--- src/rtl/cgc_pkg.sv ---
package cgc_pkg;

	// ------------------------------------------------------------
	// Register bus
	// ------------------------------------------------------------
	localparam int         AW             = 8;
	localparam int         DW             = 16;
	localparam logic [7:0] REG_CTRL       = 8'h00;
	localparam logic [7:0] REG_OUT_EN     = 8'h01;
	localparam logic [7:0] REG_POL_INV    = 8'h02;
	localparam logic [7:0] REG_POL_INPH   = 8'h03;
	localparam logic [7:0] REG_OE_MAP     = 8'h04;
	localparam logic [7:0] REG_SPREAD     = 8'h05;
	localparam logic [7:0] REG_STATUS     = 8'h06;
	localparam logic [7:0] REG_ODIV_BASE  = 8'h10;
	localparam logic [7:0] REG_BANK_BASE  = 8'h20;

	// ------------------------------------------------------------
	// Field positions
	// ------------------------------------------------------------
	localparam int CTRL_SEL_EXT   = 0;
	localparam int CTRL_SEL_PINS  = 1;
	localparam int CTRL_XTAL_OFF  = 2;
	localparam int CTRL_EXT_OFF   = 3;
	localparam int CTRL_RECAL     = 4;
	localparam int CTRL_SPREAD0   = 5;
	localparam int CTRL_SPREAD1   = 6;
	localparam int SPR_CENTER     = 0;
	localparam int SPR_MAG_LSB    = 1;
	localparam int SPR_MAG_W      = 5;
	localparam int STS_RUN        = 0;
	localparam int STS_RECAL      = 1;
	localparam int STS_NOREF      = 2;
	localparam int STS_ACT_EXT    = 3;
	localparam int STS_ADDR_LSB   = 4;
	localparam int STS_LOADED     = 5;
	localparam int ODIV_W         = 6;
	localparam int BANK_W         = 8;

	// ------------------------------------------------------------
	// Reset values and limits
	// ------------------------------------------------------------
	localparam logic [15:0] CTRL_RST     = 16'h0000;
	localparam logic [15:0] OUT_EN_RST   = 16'h0fff;
	localparam logic [15:0] POL_RST      = 16'h0000;
	localparam logic [15:0] OE_MAP_RST   = 16'h0fff;
	localparam logic [15:0] SPREAD_RST   = 16'h000a;
	localparam logic [5:0]  ODIV_RST     = 6'h01;
	localparam logic [15:0] BANK_RST     = 16'h0808;
	localparam logic [7:0]  BANK_MIN     = 8'h08;
	localparam logic [4:0]  MAG_MIN      = 5'h01;
	localparam logic [4:0]  MAG_MAX      = 5'h19;
	localparam logic [1:0]  SELPIN_EXT   = 2'h1;

	// ------------------------------------------------------------
	// Timing
	// ------------------------------------------------------------
	localparam int CLK_MHZ        = 40;
	localparam int RECAL_NS       = 5000;
	localparam int RECAL_CYC      = (RECAL_NS * CLK_MHZ + 999) / 1000;
	localparam int ENABLE_MAX_US  = 20;
	localparam int ENABLE_MAX_CYC = ENABLE_MAX_US * CLK_MHZ;

endpackage

--- src/rtl/cgc_div.sv ---
`timescale 1ns/1ps
// Integer divider: output toggles every div_i ticks, so a tick on every
// edge of the source gives a true divide-by-div_i.
module cgc_div #(
	parameter int W = 6
) (
	input  wire logic         clk_i,
	input  wire logic         nrst_i,
	input  wire logic         tick_i,
	input  wire logic [W-1:0] div_i,
	input  wire logic         run_i,
	input  wire logic         squelch_i,
	output logic              clk_o,
	output logic              on_o
);
	logic [W-1:0] cnt_q, cnt_d, div_eff;
	logic         clk_q, clk_d, on_q, on_d;

	assign div_eff = (div_i == '0) ? W'(1) : div_i;

	always_comb begin
		cnt_d = cnt_q;
		clk_d = clk_q;
		on_d  = on_q;
		if (squelch_i) begin
			cnt_d = '0;
			clk_d = 1'b0;
			on_d  = 1'b0;
		end else if (!on_q) begin
			if (run_i) begin
				on_d  = 1'b1;
				cnt_d = '0;
			end
		end else if (tick_i) begin
			if (cnt_q >= div_eff - W'(1)) begin
				cnt_d = '0;
				// Stop only on a period boundary: no runt pulse
				if (!run_i && !clk_q) begin
					on_d = 1'b0;
				end else begin
					clk_d = ~clk_q;
					if (!run_i) begin
						on_d = 1'b0;
					end
				end
			end else begin
				cnt_d = cnt_q + W'(1);
			end
		end
	end

	always_ff @(posedge clk_i or negedge nrst_i) begin
		if (!nrst_i) begin
			cnt_q <= '0;
			clk_q <= 1'b0;
			on_q  <= 1'b0;
		end else begin
			cnt_q <= cnt_d;
			clk_q <= clk_d;
			on_q  <= on_d;
		end
	end

	assign clk_o = clk_q;
	assign on_o  = on_q;

	a_no_runt_pulse: assert property (@(posedge clk_i) disable iff (!nrst_i)
		(!run_i && !clk_q && !squelch_i) |=> !clk_q)
		else $error("Clock rose while output was being disabled");
	a_stop_is_low: assert property (@(posedge clk_i) disable iff (!nrst_i)
		$fell(on_q) |-> !clk_q)
		else $error("Divider stopped in the high phase");

endmodule

--- src/rtl/cgc_top.sv ---
`timescale 1ns/1ps
// Operation
// - Software can switch off unused clock inputs
// - Reference chosen by register or pins
// - No reference at power-up keeps outputs off
// - Recalibration turns outputs off, then resumes
// - Near-frequency switch: no recalibration needed
// - Input changes are never masked from outputs
// - Per-output divider one to sixty-three
// - Per-pin polarity, complementary by default
// - Active-low enable pin disables assigned outputs
// - Enabled outputs individually disabled by register
// - Disable waits for the clock period end
// - Center or down spread, 0.1% to 2.5%
// - Spread per divider, by pin or bus
// - Spread pin low off, high on, immediate
// - Five bank dividers, two values, 8-255
// - Bank select pin low first, high second
// - Profile pin switches fractional divider profile
// - Address pin sets bus address low bit
// - Disable within few cycles, enable under 20us
// - True and complement pins switch together
// - Enable pin maps to output, bank, all
// - Outputs squelched until configuration is loaded
module cgc_top #(
	parameter int NOUT  = 12,
	parameter int NBANK = 5
) (
	input  wire logic             clk_i,
	input  wire logic             nrst_i,
	input  wire logic [7:0]       addr_i,
	input  wire logic [15:0]      wdata_i,
	input  wire logic             wr_i,
	input  wire logic             rd_i,
	output logic      [15:0]      rdata_o,
	input  wire logic             cfg_loaded_i,
	input  wire logic             xtal_active_i,
	input  wire logic             ext_ref_active_i,
	input  wire logic [1:0]       input_source_select_pins_i,
	input  wire logic             output_enable_low_pin_i,
	input  wire logic             spread_enable_divider_zero_i,
	input  wire logic             spread_enable_divider_one_i,
	input  wire logic [NBANK-1:0] bank_divider_freq_select_i,
	input  wire logic [1:0]       fractional_divider_profile_select_i,
	input  wire logic             bus_address_select_pin_i,
	output logic      [NOUT-1:0]  true_output_pin_o,
	output logic      [NOUT-1:0]  complement_output_pin_o,
	output logic                  xtal_enable_o,
	output logic                  ext_ref_enable_o,
	output logic                  ref_select_ext_o,
	output logic                  vco_recal_o,
	output logic      [1:0]       spread_enable_o,
	output logic                  spread_center_o,
	output logic      [4:0]       spread_magnitude_o,
	output logic      [1:0]       profile_select_o,
	output logic                  bus_address_lsb_o
);
	localparam int NPIN      = 8 + NBANK;
	localparam int RECAL_END = cgc_pkg::RECAL_CYC - 1;
	localparam int EN_MAX    = cgc_pkg::ENABLE_MAX_CYC;

	typedef enum logic [2:0] {
		CGC_INIT, CGC_CHECK, CGC_RUN, CGC_NOREF, CGC_RECAL
	} cgc_state_e;

	function automatic logic [7:0] cgc_bank_clamp(input logic [7:0] v);
		cgc_bank_clamp = (v < cgc_pkg::BANK_MIN) ? cgc_pkg::BANK_MIN : v;
	endfunction

	function automatic logic [4:0] cgc_mag_clamp(input logic [4:0] v);
		if (v < cgc_pkg::MAG_MIN)
			cgc_mag_clamp = cgc_pkg::MAG_MIN;
		else if (v > cgc_pkg::MAG_MAX)
			cgc_mag_clamp = cgc_pkg::MAG_MAX;
		else
			cgc_mag_clamp = v;
	endfunction

	// ------------------------------------------------------------
	// Pin synchronisers
	// ------------------------------------------------------------
	logic [NPIN-1:0] pin_raw, pin_meta_q, pin_q;
	logic [1:0]       sel_pins;
	logic             oe_low, spr0_pin, spr1_pin, addr_pin;
	logic [NBANK-1:0] fs_pins;
	logic [1:0]       prof_pins;

	assign pin_raw = {bus_address_select_pin_i,
		fractional_divider_profile_select_i, bank_divider_freq_select_i,
		spread_enable_divider_one_i, spread_enable_divider_zero_i,
		output_enable_low_pin_i, input_source_select_pins_i};

	always_ff @(posedge clk_i or negedge nrst_i) begin
		if (!nrst_i) begin
			pin_meta_q <= '0;
			pin_q      <= '0;
		end else begin
			pin_meta_q <= pin_raw;
			pin_q      <= pin_meta_q;
		end
	end

	assign sel_pins  = pin_q[1:0];
	assign oe_low    = pin_q[2];
	assign spr0_pin  = pin_q[3];
	assign spr1_pin  = pin_q[4];
	assign fs_pins   = pin_q[5 +: NBANK];
	assign prof_pins = pin_q[5+NBANK +: 2];
	assign addr_pin  = pin_q[7+NBANK];

	// ------------------------------------------------------------
	// Registers
	// ------------------------------------------------------------
	logic [15:0] ctrl_q, ctrl_d, outen_q, outen_d, inv_q, inv_d;
	logic [15:0] inph_q, inph_d, oemap_q, oemap_d, spread_q, spread_d;
	logic [15:0] bank_q [NBANK];
	logic [15:0] bank_d [NBANK];
	logic [5:0]  odiv_q [NOUT];
	logic [5:0]  odiv_d [NOUT];
	logic [15:0] rdata_d, status;
	logic        recal_cmd;

	assign recal_cmd = wr_i && (addr_i == cgc_pkg::REG_CTRL)
		&& wdata_i[cgc_pkg::CTRL_RECAL];

	always_comb begin
		ctrl_d   = ctrl_q;
		outen_d  = outen_q;
		inv_d    = inv_q;
		inph_d   = inph_q;
		oemap_d  = oemap_q;
		spread_d = spread_q;
		bank_d   = bank_q;
		odiv_d   = odiv_q;
		if (wr_i) begin
			case (addr_i)
				cgc_pkg::REG_CTRL: begin
					ctrl_d = wdata_i;
					// Recalibration bit is a command, never stored
					ctrl_d[cgc_pkg::CTRL_RECAL] = 1'b0;
				end
				cgc_pkg::REG_OUT_EN:   outen_d = wdata_i;
				cgc_pkg::REG_POL_INV:  inv_d = wdata_i;
				cgc_pkg::REG_POL_INPH: inph_d = wdata_i;
				cgc_pkg::REG_OE_MAP:   oemap_d = wdata_i;
				cgc_pkg::REG_SPREAD:   spread_d = wdata_i;
				default: begin
					for (int i = 0; i < NOUT; i++) begin
						if (addr_i == cgc_pkg::REG_ODIV_BASE + 8'(i))
							odiv_d[i] = wdata_i[5:0];
					end
					for (int b = 0; b < NBANK; b++) begin
						if (addr_i == cgc_pkg::REG_BANK_BASE + 8'(b))
							bank_d[b] = wdata_i;
					end
				end
			endcase
		end
	end

	always_ff @(posedge clk_i or negedge nrst_i) begin
		if (!nrst_i) begin
			ctrl_q   <= cgc_pkg::CTRL_RST;
			outen_q  <= cgc_pkg::OUT_EN_RST;
			inv_q    <= cgc_pkg::POL_RST;
			inph_q   <= cgc_pkg::POL_RST;
			oemap_q  <= cgc_pkg::OE_MAP_RST;
			spread_q <= cgc_pkg::SPREAD_RST;
			for (int b = 0; b < NBANK; b++)
				bank_q[b] <= cgc_pkg::BANK_RST;
			for (int i = 0; i < NOUT; i++)
				odiv_q[i] <= cgc_pkg::ODIV_RST;
		end else begin
			ctrl_q   <= ctrl_d;
			outen_q  <= outen_d;
			inv_q    <= inv_d;
			inph_q   <= inph_d;
			oemap_q  <= oemap_d;
			spread_q <= spread_d;
			bank_q   <= bank_d;
			odiv_q   <= odiv_d;
		end
	end

	// ------------------------------------------------------------
	// Reference selection and recalibration
	// ------------------------------------------------------------
	cgc_state_e state_q, state_d;
	logic [15:0] rcnt_q, rcnt_d;
	logic        sel_ext, ref_ok, running;

	// Source is taken as it stands: a pin change glitches the outputs
	assign sel_ext = ctrl_q[cgc_pkg::CTRL_SEL_PINS]
		? (sel_pins == cgc_pkg::SELPIN_EXT)
		: ctrl_q[cgc_pkg::CTRL_SEL_EXT];
	assign ref_ok = sel_ext
		? (ext_ref_active_i && !ctrl_q[cgc_pkg::CTRL_EXT_OFF])
		: (xtal_active_i && !ctrl_q[cgc_pkg::CTRL_XTAL_OFF]);
	assign running = (state_q == CGC_RUN);

	always_comb begin
		state_d = state_q;
		rcnt_d  = rcnt_q;
		case (state_q)
			CGC_INIT: begin
				if (cfg_loaded_i)
					state_d = CGC_CHECK;
			end
			CGC_CHECK: begin
				state_d = ref_ok ? CGC_RUN : CGC_NOREF;
			end
			// Near-frequency switches stay here; the loop absorbs them
			CGC_RUN, CGC_NOREF: begin
				if (recal_cmd) begin
					state_d = CGC_RECAL;
					rcnt_d  = '0;
				end
			end
			CGC_RECAL: begin
				if (rcnt_q == 16'(RECAL_END))
					state_d = CGC_CHECK;
				else
					rcnt_d = rcnt_q + 16'h0001;
			end
			default: state_d = CGC_INIT;
		endcase
	end

	always_ff @(posedge clk_i or negedge nrst_i) begin
		if (!nrst_i) begin
			state_q <= CGC_INIT;
			rcnt_q  <= '0;
		end else begin
			state_q <= state_d;
			rcnt_q  <= rcnt_d;
		end
	end

	// ------------------------------------------------------------
	// Bank and output dividers
	// ------------------------------------------------------------
	logic [NBANK-1:0] bclk, bclk_prev_q, btick;
	logic [NOUT-1:0]  oclk, oon, en_eff;
	logic             squelch;

	// Squelch cuts at once: it stands for the loop itself going away
	assign squelch = !running;
	assign btick   = bclk ^ bclk_prev_q;

	always_ff @(posedge clk_i or negedge nrst_i) begin
		if (!nrst_i)
			bclk_prev_q <= '0;
		else
			bclk_prev_q <= bclk;
	end

	for (genvar b = 0; b < NBANK; b++) begin : g_bank
		cgc_div #(.W(cgc_pkg::BANK_W)) u_bank (
			.clk_i     (clk_i),
			.nrst_i    (nrst_i),
			.tick_i    (1'b1),
			.div_i     (cgc_bank_clamp(fs_pins[b] ? bank_q[b][15:8]
				: bank_q[b][7:0])),
			.run_i     (1'b1),
			.squelch_i (squelch),
			.clk_o     (bclk[b]),
			.on_o      ()
		);
	end

	for (genvar i = 0; i < NOUT; i++) begin : g_out
		localparam int BK = (i * NBANK) / NOUT;
		// One enable per pair: true and complement stop together
		assign en_eff[i] = outen_q[i]
			&& !(oemap_q[i] && oe_low);
		cgc_div #(.W(cgc_pkg::ODIV_W)) u_odiv (
			.clk_i     (clk_i),
			.nrst_i    (nrst_i),
			.tick_i    (btick[BK]),
			.div_i     (odiv_q[i]),
			.run_i     (en_eff[i]),
			.squelch_i (squelch),
			.clk_o     (oclk[i]),
			.on_o      (oon[i])
		);
	end

	// ------------------------------------------------------------
	// Output flops
	// ------------------------------------------------------------
	logic [NOUT-1:0] true_d, comp_d;

	assign true_d = oclk ^ inv_q[NOUT-1:0];
	assign comp_d = ~oclk ^ inv_q[NOUT-1:0] ^ inph_q[NOUT-1:0];

	assign status = {10'h000, state_q != CGC_INIT, addr_pin, sel_ext,
		state_q == CGC_NOREF, state_q == CGC_RECAL, running};

	always_comb begin
		rdata_d = '0;
		if (rd_i) begin
			case (addr_i)
				cgc_pkg::REG_CTRL:     rdata_d = ctrl_q;
				cgc_pkg::REG_OUT_EN:   rdata_d = outen_q;
				cgc_pkg::REG_POL_INV:  rdata_d = inv_q;
				cgc_pkg::REG_POL_INPH: rdata_d = inph_q;
				cgc_pkg::REG_OE_MAP:   rdata_d = oemap_q;
				cgc_pkg::REG_SPREAD:   rdata_d = spread_q;
				cgc_pkg::REG_STATUS:   rdata_d = status;
				default: begin
					for (int i = 0; i < NOUT; i++) begin
						if (addr_i == cgc_pkg::REG_ODIV_BASE + 8'(i))
							rdata_d = {10'h000, odiv_q[i]};
					end
					for (int b = 0; b < NBANK; b++) begin
						if (addr_i == cgc_pkg::REG_BANK_BASE + 8'(b))
							rdata_d = bank_q[b];
					end
				end
			endcase
		end
	end

	always_ff @(posedge clk_i or negedge nrst_i) begin
		if (!nrst_i) begin
			rdata_o                 <= '0;
			true_output_pin_o       <= '0;
			complement_output_pin_o <= '0;
			xtal_enable_o           <= 1'b0;
			ext_ref_enable_o        <= 1'b0;
			ref_select_ext_o        <= 1'b0;
			vco_recal_o             <= 1'b0;
			spread_enable_o         <= '0;
			spread_center_o         <= 1'b0;
			spread_magnitude_o      <= '0;
			profile_select_o        <= '0;
			bus_address_lsb_o       <= 1'b0;
		end else begin
			rdata_o                 <= rdata_d;
			true_output_pin_o       <= true_d;
			complement_output_pin_o <= comp_d;
			xtal_enable_o    <= !ctrl_q[cgc_pkg::CTRL_XTAL_OFF];
			ext_ref_enable_o <= !ctrl_q[cgc_pkg::CTRL_EXT_OFF];
			ref_select_ext_o <= sel_ext;
			vco_recal_o      <= (state_q == CGC_RECAL);
			spread_enable_o[0] <= spr0_pin
				|| ctrl_q[cgc_pkg::CTRL_SPREAD0];
			spread_enable_o[1] <= spr1_pin
				|| ctrl_q[cgc_pkg::CTRL_SPREAD1];
			spread_center_o <= spread_q[cgc_pkg::SPR_CENTER];
			spread_magnitude_o <= cgc_mag_clamp(
				spread_q[cgc_pkg::SPR_MAG_LSB +: 5]);
			profile_select_o  <= prof_pins;
			bus_address_lsb_o <= addr_pin;
		end
	end

	// ------------------------------------------------------------
	// Checks
	// ------------------------------------------------------------
	a_init_squelch: assert property (@(posedge clk_i) disable iff (!nrst_i)
		(state_q == CGC_INIT) |-> (oon == '0))
		else $error("Output running before configuration loaded");
	a_noref_off: assert property (@(posedge clk_i) disable iff (!nrst_i)
		(state_q == CGC_NOREF) |=> (oon == '0))
		else $error("Output running without reference");
	a_recal_length: assert property (@(posedge clk_i) disable iff (!nrst_i)
		$rose(state_q == CGC_RECAL) |-> ##RECAL_END
		(state_q == CGC_RECAL) ##1 (state_q == CGC_CHECK))
		else $error("Recalibration length wrong");
	a_recal_dark: assert property (@(posedge clk_i) disable iff (!nrst_i)
		vco_recal_o |-> (oon == '0))
		else $error("Output running during recalibration");
	a_enable_time: assert property (@(posedge clk_i) disable iff (!nrst_i)
		(en_eff[0] && running && !oon[0]) |-> ##[1:EN_MAX]
		(oon[0] || !en_eff[0] || !running))
		else $error("Enabled output did not start in time");
	a_pin_disable: assert property (@(posedge clk_i) disable iff (!nrst_i)
		(oe_low && oemap_q[0] && !oon[0]) |=> !oon[0])
		else $error("Output restarted while its enable pin was high");
	a_addr_lsb: assert property (@(posedge clk_i) disable iff (!nrst_i)
		$past(bus_address_select_pin_i, 3) == bus_address_lsb_o)
		else $error("Address bit does not follow its pin");
	a_spread_pin: assert property (@(posedge clk_i) disable iff (!nrst_i)
		$past(spread_enable_divider_zero_i, 3) |-> spread_enable_o[0])
		else $error("Spread pin high did not enable spread");
	a_pair_comp: assert property (@(posedge clk_i) disable iff (!nrst_i)
		(running && inv_q[0] == 1'b0 && inph_q[0] == 1'b0) |=>
		(complement_output_pin_o[0] != true_output_pin_o[0]))
		else $error("Default pair is not complementary");
	a_unmapped_zero: assert property (@(posedge clk_i) disable iff (!nrst_i)
		(rd_i && addr_i == 8'h0f) |=> (rdata_o == '0))
		else $error("Unmapped read not zero");

endmodule

--- config.mk ---
export PLATFORM = sky130hd
export DESIGN_NAME = cgc_top
export DESIGN_NICKNAME = d
export VERILOG_FILES = /design/src/rtl/cgc_pkg.sv /design/src/rtl/cgc_div.sv /design/src/rtl/cgc_top.sv
export SDC_FILE = /design/constraint.sdc
export NUM_CORES = 1
export LEC_CHECK = 0
export BUFFER_PORTS_ARGS = -buffer_cell sky130_fd_sc_hd__buf_4
export CORE_MARGIN = 2
export CORE_UTILIZATION = 55
export CTS_BUF_LIST = sky130_fd_sc_hd__clkbuf_2 sky130_fd_sc_hd__clkbuf_4 sky130_fd_sc_hd__clkbuf_8
export CTS_CLUSTER_DIAMETER = 60
export DETAILED_ROUTE_END_ITERATION = 6
export GPL_ROUTABILITY_DRIVEN = 1
export HOLD_SLACK_MARGIN = 0.12
export PLACE_DENSITY = 0.72
export SLEW_MARGIN = 25
export SYNTH_ARGS = -nofsm -noshare
export SYNTH_HDL_FRONTEND = slang
export SYNTH_SLANG_ARGS = --single-unit
--- constraint.sdc ---
create_clock -name clk_i -period 8.3 [get_ports clk_i]
set_input_delay 0.83 -clock clk_i [delete_from_list [all_inputs] [get_ports clk_i]]
set_output_delay 0.83 -clock clk_i [all_outputs]
set_load 0.05 [all_outputs]
# Word level (Yosys, flattened, before mapping)
# Cells that the tools add are included.
# op_classes
n_addsub	35
n_lt_le_gt_ge	24
n_eq_ne	104
n_mux	281
bitwise	23
reduce_logical	157
# op_table
op	n
2-to-1 mux 6 bit	73
2-to-1 mux 16 bit	19
2-to-1 mux 8 bit	30
2-to-1 mux 1 bit	151
case mux 16 bit (7 select lines)	1
equality test 8 x 5 -> 1 bit, second input constant	12
adder 6 x 1 -> 6 bit, second input constant	12
greater-or-equal comparator 6 bit	12
logical NOT 6 bit	12
inequality test 2 x 1 -> 1 bit, second input constant	36
subtractor 6 x 1 -> 6 bit, second input constant	12
AND reduction 3 bit	19
logical NOT 8 bit	6
AND reduction 4 bit	12
AND reduction 2 bit	23
adder 8 x 1 -> 8 bit, second input constant	5
equality test 8 x 6 -> 1 bit, second input constant	5
greater-or-equal comparator 8 bit	5
logical AND 1 bit	40
< comparator 8 x 4 -> 1 bit, second input constant	5
subtractor 8 x 1 -> 8 bit, second input constant	5
logical NOT 1 bit	38
inequality test 3 x 1 -> 1 bit, second input constant	12
inequality test 3 bit, second input constant	12
26 further kinds	67
# word_totals
regBits	494

# Logic depth before layout (Yosys ltp)
# logic_depth
word_depth	20
mapped_depth	16
depth_no_buf	15

# Cells and area by module
# From an unflattened synthesis, not the netlist that was laid out.
# unflattened
hier_cells	2601
area_unflattened_um2	27983.1
# modules_own_cells
module	instances	cells_each	area_per_inst_um2
cgc_top	1	1246	15989.1
cgc_div (g_out[0].u_odiv ...)	12	74	638.1
cgc_div (g_bank[0].u_bank ...)	3	93	868.3
cgc_div (g_bank[3].u_bank ...)	2	94	865.8

# Worst setup path after synthesis
# OpenSTA, ideal clock, no wires.
# synth_path
kind	register to register
start	reg pin_q[6]
end	reg g_bank[1].u_bank.cnt_q[2]
arrival_time_ps	3133
required_time_ps	8225
setup_slack_ps	5093
path_stages_with_launch	16
synth_period_minus_slack_ps	3207
path_cell_list	dfrtp_1 -> clkbuf_1 -> nor3b_1 -> o22ai_1 -> or2_2 -> nand2_1 -> ha_1 -> nand4_1 -> nor2_1 -> xor2_1 -> ha_1 -> and3_1 -> a221o_1 -> a31oi_1 -> o211ai_1 -> nor2_1
# synth_between
elab_chain_cells	10
# synth_rtl
element	line	text
from (decl)	cgc_top.sv:82	logic [NPIN-1:0] pin_raw, pin_meta_q, pin_q;
from (signal assigned)	cgc_top.sv:99	pin_q <= pin_meta_q;
2-to-1 mux 8 bit (*)	cgc_top.sv:262	.div_i (cgc_bank_clamp(fs_pins[b] ? bank_q[b][15:8]
< comparator 8 x 4 -> 1 bit	cgc_top.sv:67	cgc_bank_clamp = (v < cgc_pkg::BANK_MIN) ? cgc_pkg::BANK_MIN : v;
2-to-1 mux 8 bit (*)	cgc_top.sv:67	
logical NOT 8 bit	cgc_div.sv:19	assign div_eff = (div_i == '0) ? W'(1) : div_i;
2-to-1 mux 8 bit (*)	cgc_div.sv:19	
subtractor 8 x 1 -> 8 bit (*)	cgc_div.sv:35	if (cnt_q >= div_eff - W'(1)) begin
greater-or-equal comparator 8 bit (*)	cgc_div.sv:35	
2-to-1 mux 8 bit (*)	cgc_div.sv:35	
2-to-1 mux 8 bit (*)	cgc_div.sv:29	end else if (!on_q) begin
2-to-1 mux 8 bit (*)	cgc_div.sv:25	if (squelch_i) begin
named net g_bank[1].u_bank.cnt_d[2]	cgc_div.sv:16	logic [W-1:0] cnt_q, cnt_d, div_eff;
to (signal assigned)	cgc_div.sv:58	cnt_q <= cnt_d;
to (decl)	cgc_div.sv:16	
# The timed path passes the listed nets; every way through them passes the cells marked *.
# A chain may end at the register's enable or synchronous reset.

# Final worst setup path
# layout_path
start	reg pin_q[7]
end	reg g_bank[2].u_bank.cnt_q[4]
# layout_between
elab_chain_cells	10
# layout_rtl
element	line
2-to-1 mux 8 bit (*)	cgc_top.sv:262
< comparator 8 x 4 -> 1 bit	cgc_top.sv:67
2-to-1 mux 8 bit (*)	cgc_top.sv:67
logical NOT 8 bit	cgc_div.sv:19
2-to-1 mux 8 bit (*)	cgc_div.sv:19
subtractor 8 x 1 -> 8 bit (*)	cgc_div.sv:35
greater-or-equal comparator 8 bit (*)	cgc_div.sv:35
2-to-1 mux 8 bit (*)	cgc_div.sv:35
2-to-1 mux 8 bit (*)	cgc_div.sv:29
2-to-1 mux 8 bit (*)	cgc_div.sv:25
named net g_bank[2].u_bank.cnt_d[4]	cgc_div.sv:16
to (signal assigned)	cgc_div.sv:58
to (decl)	cgc_div.sv:16
# Marked as above.

==> qor.txt <==
=================================================================================
Total power divided by cell area ...................................  235 nW/um^2
Drt first pass iters ...............................................            6
Routed length per instance ......................................... 22.5 microns
Number of ports placed on the die boundary .........................           99
Most repeated cell in the gate-level netlist after synthesis .......      dfrtp_1
Total negative slack for setup checks ..............................         0 ns
DRC ................................................................            0
Max Clk Rate .......................................................      255 MHz
Initial DRC count ..................................................         2167
CTS tree ...........................................................        built
Wire length of the first global-routing pass ....................... 118000 microns
Die extent in x ....................................................  226 microns
Start-to-end type of the worst setup path .......................... register to register
Vias in the first global route .....................................        20912
Critical Path Start Type ...........................................     register
Largest net degree at the start of global routing ..................          177
Library cell occupying the most area in the post-synthesis netlist .      dfrtp_1
Sequential cell area ...............................................  12400 sq um
Overall routing resource usage .....................................        30.1%
Area of the die ....................................................  51000 sq um
Slew Limit Headroom ................................................        25.2%
Summed area of non-filler cells in the final layout ................  30400 sq um
Number of maximum-capacitance violations ...........................            0
Type of destination of the critical path ...........................     register
Share of total power in combinational logic ........................        23.9%
Top post-synthesis cells by area ................................... dfrtp_1 (41%), mux2_2 (8.5%), ha_1 (6.8%)
Clk buf depth ......................................................            3
Gate count of the mapped netlist ...................................         2526
Final worst-path cycle share .......................................        47.3%
Worst hold slack ...................................................     0.111 ns
Antenna violations before repair ...................................            1
Combined area of all synthesized cells .............................  27000 sq um
Crit path required time ............................................      8.90 ns
Via count ..........................................................        21087
Count of antenna-violating nets left after detailed routing ........            0
Fraction of the core area covered by cells at the end of the flow ..        62.3%
# clock sinks ......................................................          494
Switching pwr ......................................................      2.42 mW
Core area ..........................................................  48700 sq um
NumNets Final ......................................................         2827
Clock transition at the registers of the reported paths ............      0.06 ns
Insertion delay of the later-clocked pin in the worst-skew pair ....      0.69 ns
Post-route minimum period ..........................................      3.93 ns
RSZ-0062 raised after global routing ...............................        false
Non-filler cells, final ............................................         3374
Via density ........................................................         6.25
Initial core utilization ...........................................        55.5%
Status ............................................................. complete, no violations
Clock root buffer master ...........................................     clkbuf_8
Layout Skew ........................................................    0.0270 ns
Async S/R FF share, synth ..........................................         100%
Instance area after placement ......................................  28300 sq um
Yosys warnings .....................................................            0
Share of the synthesized area in the top cell type .................        41.3%
Max-slew violation count ...........................................            0
Number of buffers inserted by hold repair at cts ...................            0
Critical path peak fanout ..........................................           17
Drt total wl ....................................................... 75900 microns
Post-Synthesis Net Count ...........................................         2717
FF-to-FF path depth ................................................           12
H-tree level count .................................................            3
Site row count .....................................................           81
Primary FF master, synth ...........................................      dfrtp_1
Area of combinational cells with multiple inputs ...................  13900 sq um
Detailed placer's ending HPWL ...................................... 53100 microns
Port-buffer cells ..................................................           98
Share of power burned in the clock network .........................        34.9%
Total global routing overflow ......................................            0
Count of instances resized after the clock tree is built ...........            0
Maximum vdd drop ...................................................     0.183 mV
FF+latch count, synth ..............................................          494
Sequential fraction of design power ................................        41.2%
Number of post-CTS setup repair buffers ............................            0
Number of flops mapped to enable cells by yosys ....................            0
Switching share of total power .....................................        33.9%
Share of the yosys chip area belonging to registers ................        45.9%
Vertical die dimension .............................................  226 microns
Static Leakage .....................................................      14.1 nW
Class of the tightest hold or removal check ........................ input port to asynchronous set/reset pin
Mean cell area of the mapped netlist ...............................   10.7 sq um
Number of hold violations in the final report ......................            0
Int Pwr ............................................................      4.72 mW
Post-synthesis cell type count .....................................           87
Clock buffers created by TritonCTS .................................           87
Data arrival time of the worst path ................................      4.53 ns
Placer Congestion ..................................................        0.951
Commonest cells post-synth ......................................... dfrtp_1 (446), nand2_1 (219), mux2_2 (203)
Cell count after placement .........................................         3208
Total setup violations reported at the end of the flow .............            0
Number of fill cells ...............................................         3890
Synth-to-Final Area Change .........................................        12.3%
Worst-Margin Slew ..................................................      1.11 ns
Fraction of layout cells with a size suffix above 1 ................        23.4%
=================================================================================
stage by stage:
stage	power [mW]	setup WS [ns]
4_1_cts	7.16	4.44
5_1_grt	7.51	4.03
2_1_floorplan	4.09	5.09
3_5_place_dp	4.66	4.35
3_3_place_gp	4.57	4.47
6_report	7.14	4.37
power groups by stage:
stage	combinational, mW	clock [mW]	sequential (mW)
floorplan	1.15	0	2.93
global placement	1.61	0	2.96
detailed placement	1.69	0	2.97
CTS	1.70	2.53	2.93
global route	1.90	2.64	2.97
finish	1.71	2.50	2.94
area by class of cell:
| type | instances | area share (%) |
|---|---|---|
| clock inverters | 21 | 0.750 |
| multi-input cells | 1844 | 45.7 |
| diodes | 2 | 0.0165 |
| repair buffers | 118 | 3.18 |
| flip-flops and latches | 494 | 40.9 |
| clock buffers | 140 | 5.62 |
| inverters | 91 | 1.12 |
| well taps | 664 | 2.74 |
cells in the final DEF, fill, tap and decap left out, types with 55 or more instances in the layout:
cell type,instances
dfrtp_1,446
nand2_1,219
mux2_2,203
nor2_1,171
ha_1,147
o21ai_0,113
buf_4,113
clkbuf_8,105
nand3_1,96
inv_1,88
a21oi_1,74
xnor2_1,72
xor2_1,55
layer usage:
metal / vias up / GRT usage (%) / share of wire, % / wire length [microns]
met1: 10547 / 40.6 / 42 / 31500
met4: 0 / 11.2 / 3.5 / 2690
li1: 9490 / - / - / -
met5: - / 0 / 0 / 0
met3: 195 / 6.58 / 8.3 / 6320
met2: 855 / 47.9 / 47 / 35400
registers in the layout (all words and copies together), names as in the netlist, 40 cells and up:
register and cells:
odiv_q 72, g_bank.u_bank.cnt_q 40, g_out.u_odiv.cnt_q 72, bank_q 80
critical path, cell delays in order, from the launching register on:
cell      delay [ns]
dfrtp_1         0.71
nor3_1          0.16
o21ai_0         0.44
o21ai_0         0.21
nor2b_1         0.29
mux2_2          0.38
o311ai_0        0.12
ha_1            0.32
a21o_1          0.16
a221o_1         0.33
a31oi_1         0.26
o211ai_1        0.27
nor2_1          0.19
final timing paths:
check	to	startpoint	slack [ns]
hold / removal	g_out[0].u_odiv.cnt_q[3]	nrst_i	0.11
setup reg to reg	g_bank[2].u_bank.cnt_q[4]	pin_q[7]	4.37
hold reg to reg	pin_q[2]	pin_meta_q[2]	0.35
min in group clk_i	pin_meta_q[12]	bus_address_select_pin_i	0.25
max in group asynchronous	inph_q[0]	nrst_i	6.59
setup / recovery	g_bank[2].u_bank.cnt_q[4]	pin_q[7]	4.37
kinds of logic (layout without fill, tap and decap cells):
kind of cell | after synthesis | in the layout | share of synthesized area (%)
compound gates | 490 | 490 | 12.5
xor+xnor | 127 | 127 | 4.11
fa+ha+maj | 147 | 147 | 6.80
buf+inv | 188 | 370 | 2.87
flops | 494 | 494 | 45.9
mux | 301 | 301 | 13.3
other cells | 0 | 2 | 0
simple gates | 779 | 779 | 14.5
Note: power is estimated with default switching activity, not from simulation.
